`src/hdl/sbtc_pkg.sv`:
```
package sbtc_pkg;

   // ************************************************************
   // Register map (byte addresses, one aligned word each)
   // ************************************************************
   localparam logic [7:0] OFF_CTRL = 8'h00;
   localparam logic [7:0] OFF_CNT_LO = 8'h04;
   localparam logic [7:0] OFF_CNT_HI = 8'h08;
   localparam logic [7:0] OFF_STATUS = 8'h0c;
   localparam logic [7:0] OFF_CMP_LO = 8'h10;
   localparam logic [7:0] OFF_CMP_HI = 8'h14;
   localparam logic [7:0] OFF_CMP_MODE = 8'h18;

   // One-hot decode positions
   localparam int REG_NUM = 7;
   localparam int IDX_CTRL = 0;
   localparam int IDX_CNT_LO = 1;
   localparam int IDX_CNT_HI = 2;
   localparam int IDX_STATUS = 3;
   localparam int IDX_CMP_LO = 4;
   localparam int IDX_CMP_HI = 5;
   localparam int IDX_CMP_MODE = 6;

   // ************************************************************
   // Fields, reset values and constants
   // ************************************************************
   localparam int STAT_OVF_BIT = 0;
   localparam int STAT_SLEEP_BIT = 1;
   localparam logic [5:0] CTRL_RESET = 6'h00;
   localparam logic [3:0] CMP_MODE_RESET = 4'h0;
   localparam logic [3:0] CMP_MODE_TRIG = 4'hb;
   localparam logic [15:0] CNT_MAX = 16'hffff;
   localparam logic [15:0] CNT_ZERO = 16'h0000;
   localparam logic [15:0] CNT_ONE = 16'h0001;
   localparam logic [15:0] CMP_RESET = 16'h0000;
   localparam int PRESC_W = 3;
   localparam logic [PRESC_W-1:0] PRESC_ZERO = 3'h0;
   localparam logic [PRESC_W-1:0] PRESC_ONE = 3'h1;
   localparam logic [1:0] PRESC_DIV1 = 2'h0;
   localparam int NUM_PINS = 2;
   localparam int PIN_EXT = 0;
   localparam int PIN_OSC = 1;

   typedef struct packed {
      logic [1:0] prescale;
      logic auxOsc;
      logic syncDis;
      logic clkSel;
      logic run;
   } sbtc_ctrl_s;

   typedef struct packed {
      logic cyc;
      logic stb;
      logic we;
      logic [3:0] sel;
      logic [7:0] adr;
      logic [31:0] dat;
   } sbtc_wb_req_s;

   // Instruction cycle phases, one clock each
   typedef enum logic [3:0] {
      PH_Q1 = 4'b0001,
      PH_Q2 = 4'b0010,
      PH_Q3 = 4'b0100,
      PH_Q4 = 4'b1000
   } sbtc_phase_e;

endpackage

```
`src/hdl/sbtc_sync.sv`:
```
`timescale 1ns/1ps
module sbtc_sync (
   input wire logic clk, // Clock
   input wire logic rst, // Synchronous reset
   input wire logic din, // Pin level, asynchronous
   output logic level, // Filtered level
   output logic rise // One-cycle pulse on rising level
);
   logic meta_q;
   logic s2_q;
   logic s3_q;
   logic level_q;
   logic rise_q;

   // Level moves only once the second and third stages agree
   always_ff @(posedge clk) begin
      if (rst) begin
         meta_q <= 1'b0;
         s2_q <= 1'b0;
         s3_q <= 1'b0;
         level_q <= 1'b0;
         rise_q <= 1'b0;
      end else begin
         meta_q <= din;
         s2_q <= meta_q;
         s3_q <= s2_q;
         rise_q <= 1'b0;
         if (s2_q == s3_q) begin
            level_q <= s3_q;
            rise_q <= s3_q & ~level_q;
         end
      end
   end

   assign level = level_q;
   assign rise = rise_q;
endmodule

```
`src/hdl/sbtc_prescaler.sv`:
```
`timescale 1ns/1ps
module sbtc_prescaler
   import sbtc_pkg::*;
(
   input wire logic clk, // Clock
   input wire logic rst, // Synchronous reset
   input wire logic clear, // Clear the divider
   input wire logic edgeIn, // Rising edge of the selected source
   input wire logic levelIn, // Level of the selected source
   input wire logic [1:0] sel, // Divide 1, 2, 4, 8
   output logic out // Divided, symmetrical output
);
   logic [PRESC_W-1:0] cnt_q;

   // Keeps counting whatever the sleep state is
   always_ff @(posedge clk) begin
      if (rst || clear) begin
         cnt_q <= PRESC_ZERO;
      end else if (edgeIn) begin
         cnt_q <= cnt_q + PRESC_ONE;
      end
   end

   // Divide by one passes the source level itself
   always_comb begin
      if (sel == PRESC_DIV1) begin
         out = levelIn;
      end else begin
         out = cnt_q[sel - 2'h1];
      end
   end
endmodule

```
`src/hdl/sbtc_top.sv`:
```
// Contract
// - Clock select clear: count once per four clocks, sync bit ignored.
// - Clock select set: count edges of osc input or external clock pin.
// - Sync enabled: synchronise after prescaler; prescaler is ripple style.
// - Synchronised counter in sleep holds; prescaler keeps counting.
// - Prescaler output sampled on Q2 and Q4; source high/low 2 Tosc.
// - Synchronised count updates after the synchroniser delay.
// - Async mode counts in sleep; overflow can wake the processor.
// - Async mode is no time base for compare.
// - Byte reads in async mode return a coherent value.
// - Aux oscillator enable starts inverter, runs through sleep.
// - Compare mode 1011 trigger clears count, flag untouched.
// - Trigger clear works in timer and synchronised modes only.
// - Count write in trigger cycle wins over the trigger.
// - Compare value acts as period under trigger clear.
// - No reset clears the count; only the trigger does.
// - Power-on reset clears control; other resets leave it.
// - Count runs 0000h to FFFFh, wraps, sets overflow flag.
// - Run enable starts and stops counting.
// - Any count byte write clears the prescaler.
//
// Added by the designer: the placing of the registers and the Wishbone slave port.
`timescale 1ns/1ps
module sbtc_top (
   input wire logic clk, // 125 MHz clock
   input wire logic rst, // Power-on/brown-out reset
   input wire logic rstOther, // Any other device reset
   input wire sbtc_pkg::sbtc_wb_req_s wbReq, // Wishbone request
   output logic [31:0] wbDatO, // Wishbone read data
   output logic wbAck, // Wishbone acknowledge
   input wire logic sleepMode, // Processor asleep
   input wire logic extClkPin, // External clock pin
   input wire logic oscInPin, // Crystal oscillator input pin
   output logic oscOutPin, // Crystal amplifier output
   output logic oscOutOe, // Amplifier output enable
   output logic overflowFlag, // Sticky overflow flag
   output logic wakeUp // Wake pulse on overflow in sleep
);
   import sbtc_pkg::*;

   // ************************************************************
   // State
   // ************************************************************
   sbtc_ctrl_s ctrl_q;
   sbtc_phase_e phase_q;
   logic [15:0] count_q;
   logic [15:0] count_d;
   logic [15:0] cmpVal_q;
   logic [3:0] cmpMode_q;
   logic ovf_q;
   logic wake_q;
   logic ack_q;
   logic [31:0] rdat_q;
   logic oscOut_q;
   logic oscOe_q;
   logic prescPrev_q;
   logic smp_q;
   logic syncInc_q;
   logic [1:0] cntKnown_q;

   logic [NUM_PINS-1:0] pinRaw;
   logic [NUM_PINS-1:0] pinLvl;
   logic [NUM_PINS-1:0] pinRise;
   logic srcLvl;
   logic srcRise;
   logic prescOut;
   logic sampleNow;
   logic asyncMode;
   logic inc;
   logic trig;
   logic ovfSet;
   logic busHit;
   logic wrStb;
   logic [REG_NUM-1:0] wrSel;
   logic [REG_NUM-1:0] rdSel;
   logic cntLoWr;
   logic cntHiWr;
   logic cntWr;

   function automatic logic [REG_NUM-1:0] regDecode(input logic [7:0] adr);
      logic [REG_NUM-1:0] hot;
      hot = '0;
      if (adr[1:0] == 2'h0) begin
         hot[IDX_CTRL] = (adr == OFF_CTRL);
         hot[IDX_CNT_LO] = (adr == OFF_CNT_LO);
         hot[IDX_CNT_HI] = (adr == OFF_CNT_HI);
         hot[IDX_STATUS] = (adr == OFF_STATUS);
         hot[IDX_CMP_LO] = (adr == OFF_CMP_LO);
         hot[IDX_CMP_HI] = (adr == OFF_CMP_HI);
         hot[IDX_CMP_MODE] = (adr == OFF_CMP_MODE);
      end
      return hot;
   endfunction

   // ************************************************************
   // Wishbone slave
   // ************************************************************
   assign busHit = wbReq.cyc & wbReq.stb;
   // Writes land on the edge where the master samples ack
   assign wrStb = busHit & wbReq.we & ack_q & wbReq.sel[0];
   assign wrSel = wrStb ? regDecode(wbReq.adr) : '0;
   assign rdSel = regDecode(wbReq.adr);
   assign cntLoWr = wrSel[IDX_CNT_LO];
   assign cntHiWr = wrSel[IDX_CNT_HI];
   assign cntWr = cntLoWr | cntHiWr;

   always_ff @(posedge clk) begin
      if (rst || rstOther) begin
         ack_q <= 1'b0;
      end else begin
         ack_q <= busHit & ~ack_q;
      end
   end

   // Count is read straight from the live register, so a byte is coherent
   always_ff @(posedge clk) begin
      if (rst || rstOther) begin
         rdat_q <= 32'h0000_0000;
      end else if (busHit && !ack_q) begin
         rdat_q <= 32'h0000_0000;
         case (1'b1)
            rdSel[IDX_CTRL]: rdat_q[5:0] <= ctrl_q;
            rdSel[IDX_CNT_LO]: rdat_q[7:0] <= count_q[7:0];
            rdSel[IDX_CNT_HI]: rdat_q[7:0] <= count_q[15:8];
            rdSel[IDX_STATUS]: begin
               rdat_q[STAT_OVF_BIT] <= ovf_q;
               rdat_q[STAT_SLEEP_BIT] <= sleepMode;
            end
            rdSel[IDX_CMP_LO]: rdat_q[7:0] <= cmpVal_q[7:0];
            rdSel[IDX_CMP_HI]: rdat_q[7:0] <= cmpVal_q[15:8];
            rdSel[IDX_CMP_MODE]: rdat_q[3:0] <= cmpMode_q;
            default: rdat_q <= 32'h0000_0000;
         endcase
      end
   end

   // ************************************************************
   // Control and compare registers
   // ************************************************************
   always_ff @(posedge clk) begin
      if (rst) begin
         ctrl_q <= CTRL_RESET;
      end else if (wrSel[IDX_CTRL]) begin
         ctrl_q <= wbReq.dat[5:0];
      end
   end

   always_ff @(posedge clk) begin
      if (rst || rstOther) begin
         cmpVal_q <= CMP_RESET;
         cmpMode_q <= CMP_MODE_RESET;
      end else begin
         if (wrSel[IDX_CMP_LO]) begin
            cmpVal_q[7:0] <= wbReq.dat[7:0];
         end
         if (wrSel[IDX_CMP_HI]) begin
            cmpVal_q[15:8] <= wbReq.dat[7:0];
         end
         if (wrSel[IDX_CMP_MODE]) begin
            cmpMode_q <= wbReq.dat[3:0];
         end
      end
   end

   // ************************************************************
   // Instruction phase and count source
   // ************************************************************
   always_ff @(posedge clk) begin
      if (rst) begin
         phase_q <= PH_Q1;
      end else begin
         case (phase_q)
            PH_Q1: phase_q <= PH_Q2;
            PH_Q2: phase_q <= PH_Q3;
            PH_Q3: phase_q <= PH_Q4;
            PH_Q4: phase_q <= PH_Q1;
            default: phase_q <= PH_Q1;
         endcase
      end
   end

   assign pinRaw[PIN_EXT] = extClkPin;
   assign pinRaw[PIN_OSC] = oscInPin;

   for (genvar i = 0; i < NUM_PINS; i++) begin : gSync
      sbtc_sync uSync (
         .clk(clk),
         .rst(rst),
         .din(pinRaw[i]),
         .level(pinLvl[i]),
         .rise(pinRise[i])
      );
   end

   assign srcLvl = ctrl_q.auxOsc ? pinLvl[PIN_OSC] : pinLvl[PIN_EXT];
   assign srcRise = ctrl_q.auxOsc ? pinRise[PIN_OSC] : pinRise[PIN_EXT];

   // Divider sits ahead of the phase sampling
   sbtc_prescaler uPresc (
      .clk(clk),
      .rst(rst),
      .clear(cntWr),
      .edgeIn(ctrl_q.clkSel & srcRise),
      .levelIn(srcLvl),
      .sel(ctrl_q.prescale),
      .out(prescOut)
   );

   // Sampling stops in sleep, so the divider runs on alone there
   assign sampleNow = ~sleepMode & ((phase_q == PH_Q2) | (phase_q == PH_Q4));

   always_ff @(posedge clk) begin
      if (rst) begin
         smp_q <= 1'b0;
         syncInc_q <= 1'b0;
         prescPrev_q <= 1'b0;
      end else begin
         prescPrev_q <= prescOut;
         syncInc_q <= sampleNow & prescOut & ~smp_q;
         if (sampleNow) begin
            smp_q <= prescOut;
         end
      end
   end

   assign asyncMode = ctrl_q.clkSel & ctrl_q.syncDis;

   always_comb begin
      inc = 1'b0;
      if (!ctrl_q.clkSel) begin
         inc = ctrl_q.run & ~sleepMode & (phase_q == PH_Q4);
      end else if (!ctrl_q.syncDis) begin
         inc = ctrl_q.run & syncInc_q;
      end else begin
         inc = ctrl_q.run & prescOut & ~prescPrev_q;
      end
   end

   // ************************************************************
   // Count pair, trigger clear and overflow
   // ************************************************************
   // Trigger only in clocked modes: async count is no compare base
   assign trig = (cmpMode_q == CMP_MODE_TRIG) & ~asyncMode
      & (count_q == cmpVal_q);

   always_comb begin
      count_d = count_q;
      if (trig) begin
         count_d = CNT_ZERO;
      end else if (inc) begin
         count_d = count_q + CNT_ONE;
      end
      if (cntLoWr) begin
         count_d[7:0] = wbReq.dat[7:0];
      end
      if (cntHiWr) begin
         count_d[15:8] = wbReq.dat[7:0];
      end
   end

   // Deliberately without reset; software must load it before use
   always_ff @(posedge clk) begin
      count_q <= count_d;
   end

   // The count has no reset, so its hold check waits for both bytes
   always_ff @(posedge clk) begin
      if (cntLoWr) begin
         cntKnown_q[0] <= 1'b1;
      end
      if (cntHiWr) begin
         cntKnown_q[1] <= 1'b1;
      end
   end

   assign ovfSet = inc & ~trig & ~cntWr & (count_q == CNT_MAX);

   // Set beats a clear in the same cycle
   always_ff @(posedge clk) begin
      if (rst || rstOther) begin
         ovf_q <= 1'b0;
         wake_q <= 1'b0;
      end else begin
         wake_q <= ovfSet & sleepMode & asyncMode;
         if (ovfSet) begin
            ovf_q <= 1'b1;
         end else if (wrSel[IDX_STATUS] && wbReq.dat[STAT_OVF_BIT]) begin
            ovf_q <= 1'b0;
         end
      end
   end

   // Inverting amplifier ignores sleep so the crystal keeps swinging
   always_ff @(posedge clk) begin
      if (rst) begin
         oscOut_q <= 1'b0;
         oscOe_q <= 1'b0;
      end else begin
         oscOe_q <= ctrl_q.auxOsc;
         oscOut_q <= ctrl_q.auxOsc & ~pinLvl[PIN_OSC];
      end
   end

   assign wbDatO = rdat_q;
   assign wbAck = ack_q;
   assign oscOutPin = oscOut_q;
   assign oscOutOe = oscOe_q;
   assign overflowFlag = ovf_q;
   assign wakeUp = wake_q;

   // ************************************************************
   // Assertions
   // ************************************************************
   AST_TIMER_PHASE: assert property (@(posedge clk) disable iff (rst)
      (!ctrl_q.clkSel && inc) |-> (phase_q == PH_Q4) && !sleepMode)
      else $error("timer mode counted off the fourth phase");

   AST_SLEEP_HOLD: assert property (@(posedge clk) disable iff (rst)
      (sleepMode && ctrl_q.clkSel && !ctrl_q.syncDis && !cntWr && !trig
       && $past(sleepMode)) |=> $stable(count_q))
      else $error("synchronised count moved during sleep");

   AST_SYNC_DELAY: assert property (@(posedge clk) disable iff (rst)
      (ctrl_q.clkSel && !ctrl_q.syncDis && inc) |-> $past(sampleNow))
      else $error("synchronised count did not wait for sampling");

   AST_OVF_SET: assert property (@(posedge clk) disable iff (rst)
      (inc && !trig && !cntWr && count_q == CNT_MAX)
      |=> overflowFlag && count_q == CNT_ZERO)
      else $error("rollover did not set overflow flag");

   AST_TRIG_CLEAR: assert property (@(posedge clk)
      disable iff (rst || rstOther)
      (trig && !cntWr && !ovf_q) |=> count_q == CNT_ZERO && !ovf_q)
      else $error("trigger clear wrong or set the flag");

   AST_ASYNC_NOTRIG: assert property (@(posedge clk) disable iff (rst)
      asyncMode |-> !trig)
      else $error("trigger acted in asynchronous mode");

   AST_WRITE_WINS: assert property (@(posedge clk) disable iff (rst)
      (cntLoWr && trig) |=> count_q[7:0] == $past(wbReq.dat[7:0]))
      else $error("trigger beat a count write");

   AST_STOPPED: assert property (@(posedge clk) disable iff (rst)
      (&cntKnown_q && !ctrl_q.run && !cntWr && !trig)
      |=> $stable(count_q))
      else $error("count moved while stopped");

   AST_CTRL_RESET: assert property (@(posedge clk)
      rst |=> ctrl_q == CTRL_RESET)
      else $error("control not cleared by power-on reset");

   AST_WAKE: assert property (@(posedge clk) disable iff (rst)
      wakeUp |-> $past(asyncMode) && $past(sleepMode) && overflowFlag)
      else $error("wake pulse without async overflow in sleep");

   AST_ACK_PULSE: assert property (@(posedge clk) disable iff (rst)
      wbAck |=> !wbAck)
      else $error("ack held longer than one cycle");

   COV_TIMER_WRAP: cover property (@(posedge clk) disable iff (rst)
      !ctrl_q.clkSel && ovfSet);
   COV_SYNC_COUNT: cover property (@(posedge clk) disable iff (rst)
      ctrl_q.clkSel && !ctrl_q.syncDis && inc);
   COV_ASYNC_WAKE: cover property (@(posedge clk) disable iff (rst)
      wakeUp);
   COV_TRIGGER: cover property (@(posedge clk) disable iff (rst)
      trig && count_q != CNT_ZERO);
endmodule

```
`config.mk`:
```
export PLATFORM = sky130hd
export DESIGN_NAME = sbtc_top
export DESIGN_NICKNAME = d
export VERILOG_FILES = /design/src/hdl/sbtc_pkg.sv /design/src/hdl/sbtc_sync.sv /design/src/hdl/sbtc_prescaler.sv /design/src/hdl/sbtc_top.sv
export SDC_FILE = /design/constraint.sdc
export NUM_CORES = 1
export LEC_CHECK = 0
export BUFFER_PORTS_ARGS = -buffer_cell sky130_fd_sc_hd__buf_4
export CAP_MARGIN = 20
export CORE_MARGIN = 3
export CORE_UTILIZATION = 59
export CTS_CLUSTER_DIAMETER = 200
export DETAILED_ROUTE_END_ITERATION = 8
export GPL_TIMING_DRIVEN = 0
export HOLD_SLACK_MARGIN = 0.08
export PLACE_DENSITY = 0.84
export SYNTH_ARGS = -nofsm -noshare
export SYNTH_HDL_FRONTEND = slang
export SYNTH_SLANG_ARGS = --single-unit
export TNS_END_PERCENT = 10
```
`constraint.sdc`:
```
create_clock -name clk -period 5.04 [get_ports clk]
set_input_delay 0.252 -clock clk [delete_from_list [all_inputs] [get_ports clk]]
set_output_delay 0.252 -clock clk [all_outputs]
set_load 0.01 [all_outputs]
```
==> results of run 1 <==
## final cells by class
class | instances | area [µm²]
tap | 77 | 96.3
fill | 521 | 1800
multi-input combinational | 338 | 2170
timing repair buffer | 37 | 278
buffer | 49 | 289
sequential | 75 | 1660
clock inverter | 7 | 81.3
inverter | 10 | 37.5
clock buffer | 9 | 124
## synth_stat cells, drive strengths merged (6+ instances only)
cell type,n
dfxtp,59
nor2,49
nand2,40
buf,35
mux2i,29
o31ai,20
xnor2,19
a21oi,17
edfxtp,16
clkbuf,14
xor2,14
nor2b,13
inv,10
nand2b,10
nand3,10
nor3,8
o21ai,8
nor4,7
and3,6
nand4,6
## cells by family (layout without fill, tap and decap cells)
kind of cell    count (synthesis)  in the layout  share of synthesized area (%)
flops                          75             75                           40.8
fa+ha+maj                       3              3                          0.922
buf+inv                        59            112                           8.02
compound gates                 73             73                           12.9
other cells                     1             24                         0.0921
mux                            33             33                           8.24
simple gates                  172            172                           21.9
xor+xnor                       33             33                           7.10
## flip-flops by register name (all words and copies together) (netlist names), 2 cells and up
| name | count |
|---|---|
| cmpVal_q | 16 |
| count_q | 16 |
| wbDatO | 8 |
| ctrl_q | 6 |
| cmpMode_q | 4 |
| phase_q | 4 |
| uPresc.cnt_q | 3 |
| gSync.uSync.level | 2 |
| gSync.uSync.meta_q | 2 |
| gSync.uSync.rise | 2 |
| gSync.uSync.s2_q | 2 |
| gSync.uSync.s3_q | 2 |
## power by group
group          total [mW]  internal, mW  switching (mW)
sequential          0.622         0.617         0.00566
clock               0.483         0.237           0.245
combinational       0.102        0.0443          0.0579
total                1.21         0.898           0.309
## routing by layer
metal  global-route usage (%)  part of all wire [%]  wire [µm]  vias to the layer above
met5                        0                     0          0                        -
met4                     14.9                   3.2        347                        0
met3                     6.82                   6.9        749                       37
met2                     50.3                    51       5500                      151
met1                     33.0                    39       4280                     1668
li1                         -                     -          -                     1692
## final timing paths
| kind | endpoint | depth (start not counted) | from |
|---|---|---|---|
| hold reg to reg | gSync[1].uSync.s2_q | 1 | gSync[1].uSync.meta_q |
| setup reg to reg | count_q[6] | 7 | ctrl_q[4] |
| hold / removal | gSync[1].uSync.meta_q | 2 | oscInPin |
| setup / recovery | count_q[6] | 7 | ctrl_q[4] |
## metrics by stage
stage / total power [mW] / cells / area [µm²] / setup WS, ns
2_1_floorplan: 0.696 / 472 / 4160 / 2.66
3_3_place_gp: 0.734 / 586 / 4530 / 2.47
3_5_place_dp: 0.736 / 586 / 4530 / 2.43
4_1_cts: 1.21 / 602 / 4740 / 2.36
5_1_grt: 1.24 / 602 / 4740 / 2.22
6_report: 1.21 / 602 / 4740 / 2.33
==> metrics.csv, run 1 <==
metric;value;unit
status;finished clean;
most area-hungry cell type in the Yosys netlist;dfxtp_1;
Ys Warns;0;
Util after Layout;72.5;%
Fin Clk Skew;0.0125;ns
Root Buffer Master;clkbuf_8;
CTS tree;built;
HPWL Detailed;8340;µm
hold_ws;0.0953;ns
Iter 0 DRT Violations;251;
crit path time final;2.71;ns
clock-pin transition on the worst setup and hold timing paths;0.09;ns
Primary FF master, synth;dfxtp_1;
H-tree Lvls;3;
Critical Path End Type;flip-flop;
Initial Util;62.3;%
crit path DAT;2.79;ns
Die Height;89.1;µm
Buf/Inv on CP;1;
Power per Cell Area;255;mW/mm²
vias;3548;
# hold bufs at CTS;0;
max_slew headroom;25.9;%
RSZ-0062 raised after global routing;false;
post-synthesis cell count;449;
Die ar.;0.00793;mm²
Async SR Flop Fraction;0;%
Avg WL per Cell;18.1;µm
global-route wire length before repair;17200;µm
final setup TNS;0;ns
sequential-to-total area share from yosys stat;40.8;%
Leakage;1.80;nW
Slew @ Worst Pin;1.10;ns
drt drc;0;
CP delay by family, top;simple AND/OR/NAND/NOR gates;
post-synth cell types;59;
GR Overflow Total;0;
fin. max-slew vios;0;
antenna violations before repair;0;
PortBufs;37;
Hold Violations, Final;0;
CP max FO;8;
Synth top area share;29.0;%
DRT antenna net count;0;
Avg Cell Area, Syn;9.06;µm²
Hold Crit Class;input pin to flip-flop;
commonest non-fill, non-tap cell in the layout;buf_4;
slowest CP cell;or3b_2;
number of synthesized flops with an enable pin;16;
Worst Setup Start Kind;flip-flop;
VDD IR max;0.196;mV
# setup viols final;0;
Final nets;576;
max-cap violations;0;
crit path cell chain;inv_1 -> ha_1 -> mux2_2 -> a221o_1 -> nand4b_1 -> a31o_2 -> or3b_2;
core area;0.00653;mm²
Routed WL;10900;µm
# IOs;90;
Max Buffers Root-to-Sink;2;
Rows;29;
GRT Overall Usage;28.9;%
TritonCTS buffer count;9;
crit path kind;flip-flop to flip-flop;
layout cell share with drive strength beyond 1;19.8;%
vias in the first global route;3597;
Yosys reg bits;75;
Post-CTS Setup Inserts;0;
register-to-register setup slack;2.33;ns
CTS Sinks;75;
Mapped Area;0.00407;mm²
n_diodes;0;
Die W;89.1;µm
FMAX;369;MHz
Synth area leaders;dfxtp_1, edfxtp_1, mux2i_1, buf_4, nor2_1;
CP peak stage delay;0.59;ns
period utilization;53.8;%
Pre-antenna DRT Iters;5;
Syn-to-layout area delta;16.4;%
Clock Latency Late Sink;0.36;ns
number of vias per cell;5.89;
largest net degree at the start of global routing;16;
PostCTS Resize Cnt;0;
required time worst endpoint;5.12;ns
commonest non-fill, non-tap cells in the layout;buf_4, dfxtp_1, nor2_1;
GP Congestion;1.02;
Note: power is estimated with default switching activity, not from simulation.
==> run 2: changes to the inputs <==
CORE_UTILIZATION = 55   (was 59)
PLACE_DENSITY = 0.79   (was 0.84)
clock period = 2.8 ns   (was 5.04 ns; I/O delays follow)
==> metrics.csv, run 2 (synthesis gave the netlist of run 1 again) <==
metric;value;unit
status;finished clean;
Hold Crit Class;input pin to flip-flop;
Die Height;92.0;µm
n_diodes;0;
crit path kind;flip-flop to flip-flop;
Syn-to-layout area delta;19.0;%
worst r2r path cells;7;
Routed WL;11200;µm
H-tree Lvls;3;
CTS Sinks;75;
# setup viols final;0;
Initial Util;58.3;%
vias;3605;
max-cap violations;0;
crit path time final;2.64;ns
GR Overflow Total;0;
r2r startpoint;ctrl_q[4];
antenna violations before repair;0;
RSZ-0062 raised after global routing;false;
GP Congestion;0.966;
global-route wire length before repair;18500;µm
final setup TNS;0;ns
Fin Clk Skew;0.0129;ns
worst setup path end;count_q[0];
PostCTS Resize Cnt;0;
VDD IR max;0.395;mV
register-to-register setup slack;0.16;ns
Die ar.;0.00847;mm²
Pwr Total;2.15;mW
hold_ws;0.115;ns
Avg WL per Cell;17.8;µm
Worst Setup Start Kind;flip-flop;
Final nets;585;
Hold Violations, Final;0;
Clock Latency Late Sink;0.37;ns
# IOs;90;
CP max FO;8;
CTS tree;built;
clock-pin transition on the worst setup and hold timing paths;0.09;ns
Die W;92.0;µm
max_slew headroom;30.3;%
Power per Cell Area;445;mW/mm²
DRT antenna net count;0;
vias in the first global route;3654;
commonest non-fill, non-tap cell in the layout;buf_4;
commonest non-fill, non-tap cells in the layout;buf_4, dfxtp_1, nor2_1;
placed cells;605;
largest net degree at the start of global routing;18;
Pre-antenna DRT Iters;6;
# hold bufs at CTS;9;
TritonCTS buffer count;9;
R2R Path End;count_q[0];
required time worst endpoint;2.88;ns
HPWL Detailed;8380;µm
core area;0.00698;mm²
Critical Path End Type;flip-flop;
FMAX;378;MHz
Iter 0 DRT Violations;316;
Util after Layout;69.4;%
PortBufs;37;
period utilization;94.4;%
Root Buffer Master;clkbuf_8;
GRT Overall Usage;27.9;%
layout cell share with drive strength beyond 1;19.5;%
final std cells w/o fill;630;
Crit. Startpoint;ctrl_q[4];
drt drc;0;
crit path DAT;2.72;ns
Slew @ Worst Pin;1.04;ns
Rows;30;
fin. max-slew vios;0;
number of vias per cell;5.72;
Max Buffers Root-to-Sink;2;
Leakage;1.83;nW
Post-CTS Setup Inserts;0;
-- run 2: cell count changes in the layout (fill, tap and decap cells not counted) --
cell | previous run | this run
inv_8 | 1 | 3
dlygate4sd3_1 | 0 | 9
clkinv_4 | 1 | 0
bufinv_16 | 1 | 0
clkinv_8 | 0 | 1
clkinv_2 | 1 | 0
-- run 2: area by class of cell --
| class | count | area, µm² |
|---|---|---|
| multi-input combinational | 338 | 2170 |
| fill | 589 | 2140 |
| sequential | 75 | 1660 |
| timing repair buffer | 46 | 368 |
| buffer | 49 | 289 |
| clock buffer | 9 | 124 |
| tap | 96 | 120 |
| clock inverter | 7 | 76.3 |
| inverter | 10 | 37.5 |
-- run 2: power by group --
part	internal [mW]	switching [mW]	leakage, nW
clock	0.357	0.484	0.103
combinational	0.0879	0.106	1.16
sequential	1.11	0.00919	0.572
-- run 2: per-stage QoR --
stage / instance area [µm²] / worst slack (ns)
after floorplan: 4160 / 0.421
after global placement: 4550 / 0.217
after detailed placement: 4550 / 0.185
after CTS: 4840 / 0.163
after global routing: 4840 / 0.0579
final: 4840 / 0.157
-- run 2: worst min path at each step --
stage                     startpoint                    end  slack (ns)  cells after the start
after floorplan                  rst    gSync[0].uSync.s3_q        0.22                      1
after global placement      oscInPin  gSync[1].uSync.meta_q        0.36                      2
after detailed placement   extClkPin  gSync[0].uSync.meta_q        0.36                      2
after CTS                   wbReq[5]              ctrl_q[5]        0.08                      3
after global routing        wbReq[3]              ctrl_q[3]         0.1                      3
final                       wbReq[3]              ctrl_q[3]        0.11                      3
-- run 2: critical path, stage by stage (launching register included) --
cell and delay (ns):
dfxtp_1 0.43, inv_1 0.07, ha_1 0.29, mux2_2 0.32, a221o_1 0.31, nand4b_1 0.10
a31o_2 0.25, or3b_2 0.60
-- run 2: routing by layer --
layer	GRT usage [%]	vias to the layer above	part of all wire [%]
met1	34.2	1725	41
met4	10.1	0	1.8
met5	0	-	0
met3	7.47	26	7.7
met2	47.1	140	50
li1	-	1714	-
==> run 3: changes to the inputs <==
BUFFER_PORTS_ARGS = -buffer_cell sky130_fd_sc_hd__buf_2   (was -buffer_cell sky130_fd_sc_hd__buf_4)
CORE_UTILIZATION = 45   (was 55)
PLACE_DENSITY = 0.66   (was 0.79)
==> metrics.csv, run 3 (synthesis gave the netlist of run 1 again) <==
metric;value;unit
Initial Util;46.4;%
Post-CTS Setup Inserts;0;
Post-Place Setup Slack;0.178;ns
Hold Violations, Final;0;
# setup viols final;0;
period utilization;93.6;%
crit path time final;2.62;ns
max_slew headroom;36.1;%
Syn-to-layout area delta;16.5;%
Final nets;579;
CTS Sinks;75;
Critical Path End Type;flip-flop;
Die W;101;µm
Avg WL per Cell;17.0;µm
commonest non-fill, non-tap cells in the layout;dfxtp_1, nor2_1, buf_2;
GR Overflow Total;0;
Die Height;101;µm
crit path kind;flip-flop to flip-flop;
final setup margin;0.180;ns
number of vias per cell;5.47;
crit path DAT;2.70;ns
antenna violations before repair;0;
Root Buffer Master;clkbuf_8;
VDD IR max;0.372;mV
worst r2r path cells;7;
GP Congestion;0.930;
Slew @ Worst Pin;0.949;ns
drt drc;0;
CP delay by family, top;simple AND/OR/NAND/NOR gates;
Power per Cell Area;477;mW/mm²
Pre-antenna DRT Iters;5;
H-tree Lvls;3;
Rows;34;
sink of the worst hold path;cmpVal_q[7];
Routed WL;10800;µm
Hold Crit Class;input pin to flip-flop;
worst hold path cell count;3;
Buf/Inv on CP;1;
Clock Latency Late Sink;0.35;ns
n_diodes;0;
Worst Setup Start Kind;flip-flop;
CP peak stage delay;0.60;ns
crit path cell chain;inv_1 -> ha_1 -> mux2_2 -> a221o_1 -> nand4b_1 -> a31o_2 -> or3b_2;
HPWL Detailed;8170;µm
slowest CP cell;or3b_2;
r2r startpoint;ctrl_q[4];
required time worst endpoint;2.88;ns
GRT Overall Usage;21.6;%
largest net degree at the start of global routing;14;
Iter 0 DRT Violations;227;
Die ar.;0.0102;mm²
clock-pin transition on the worst setup and hold timing paths;0.08;ns
HP Start;wbReq[7];
commonest non-fill, non-tap cell in the layout;dfxtp_1;
R2R Path End;count_q[0];
Leakage;1.80;nW
vias;3480;
status;finished clean;
global-route wire length before repair;17100;µm
register-to-register setup slack;0.18;ns
CTS tree;built;
Fin Clk Skew;0.00675;ns
# IOs;90;
max-cap violations;0;
core area;0.00876;mm²
RSZ-0062 raised after global routing;false;
layout cell share with drive strength beyond 1;19.7;%
FMAX;382;MHz
final setup TNS;0;ns
TritonCTS buffer count;9;
DRT antenna net count;0;
fin. max-slew vios;0;
vias in the first global route;3374;
Max Buffers Root-to-Sink;2;
CP max FO;8;
PortBufs;37;
## run 3: cell types whose count changed in the layout (fill, tap and decap cells not counted)
cell | previous run | this run
buf_2 | 9 | 46
clkinv_2 | 0 | 2
inv_6 | 3 | 0
clkinv_8 | 1 | 0
inv_8 | 3 | 0
clkbuf_16 | 0 | 1
clkinvlp_4 | 0 | 1
buf_4 | 62 | 25
dlygate4sd3_1 | 9 | 3
clkinv_4 | 0 | 1
bufinv_16 | 0 | 2
## run 3: report_power, final
| group | internal, mW | total, mW | leakage (nW) | switching [mW] |
|---|---|---|---|---|
| sequential | 1.11 | 1.12 | 0.572 | 0.00946 |
| combinational | 0.0720 | 0.178 | 1.11 | 0.106 |
| clock | 0.554 | 0.962 | 0.117 | 0.408 |
## run 3: how the worst max path moves through the flow
stage	from	endpoint	slack, ns	cells after the start
floorplan	ctrl_q[4]	count_q[10]	0.42	7
CTS	ctrl_q[4]	count_q[1]	0.17	7
global route	ctrl_q[4]	count_q[1]	0.06	7
finish	ctrl_q[4]	count_q[0]	0.18	7
detailed placement	ctrl_q[4]	count_q[1]	0.18	7
global placement	ctrl_q[4]	count_q[1]	0.23	7
## run 3: through the flow
| step | std cells | hold WS (ns) | util, % | instance area [µm²] | power, mW |
|---|---|---|---|---|---|
| 5_1_grt | 636 | 0.107 | 54.1 | 4740 | 2.35 |
| 2_1_floorplan | 472 | 0.219 | - | 4160 | 1.25 |
| 6_report | 636 | 0.107 | 54.1 | 4740 | 2.26 |
| 3_5_place_dp | 617 | 0.363 | 51.1 | 4480 | 1.32 |
| 4_1_cts | 636 | 0.0927 | 54.1 | 4740 | 2.27 |
| 3_3_place_gp | 617 | 0.347 | 51.1 | 4480 | 1.31 |
## run 3: worst min-delay path, delay by kind of cell
family	cells	cell delay [ns]
buffers and inverters	1	0.13
multiplexers	1	0.08
AND/OR/NAND/NOR	1	0.07
## run 3: layout make-up
class	instances	area, µm²
Timing Repair Buffer	40	215
Buffer	49	289
Clock buffer	10	149
Sequential cell	75	1660
Multi-Input combinational cell	338	2170
Inverter	10	37.5
Clock inverter	6	86.3
Fill cell	790	4020
Tap cell	108	135
## run 3: metal layers
metal	vias to the layer above	track usage [%]	wire length (µm)
met4	0	6.34	217
met2	128	36.0	5280
met3	22	5.81	680
li1	1695	-	-
met5	-	0	0
met1	1635	27.5	4640
## run 3: what timing repair did
| action | 4_1_cts | 5_1_grt |
|---|---|---|
| resized for setup | 0 | 0 |
| hold buffers | 3 | 0 |
| hold endpoints to repair | 4 | 0 |
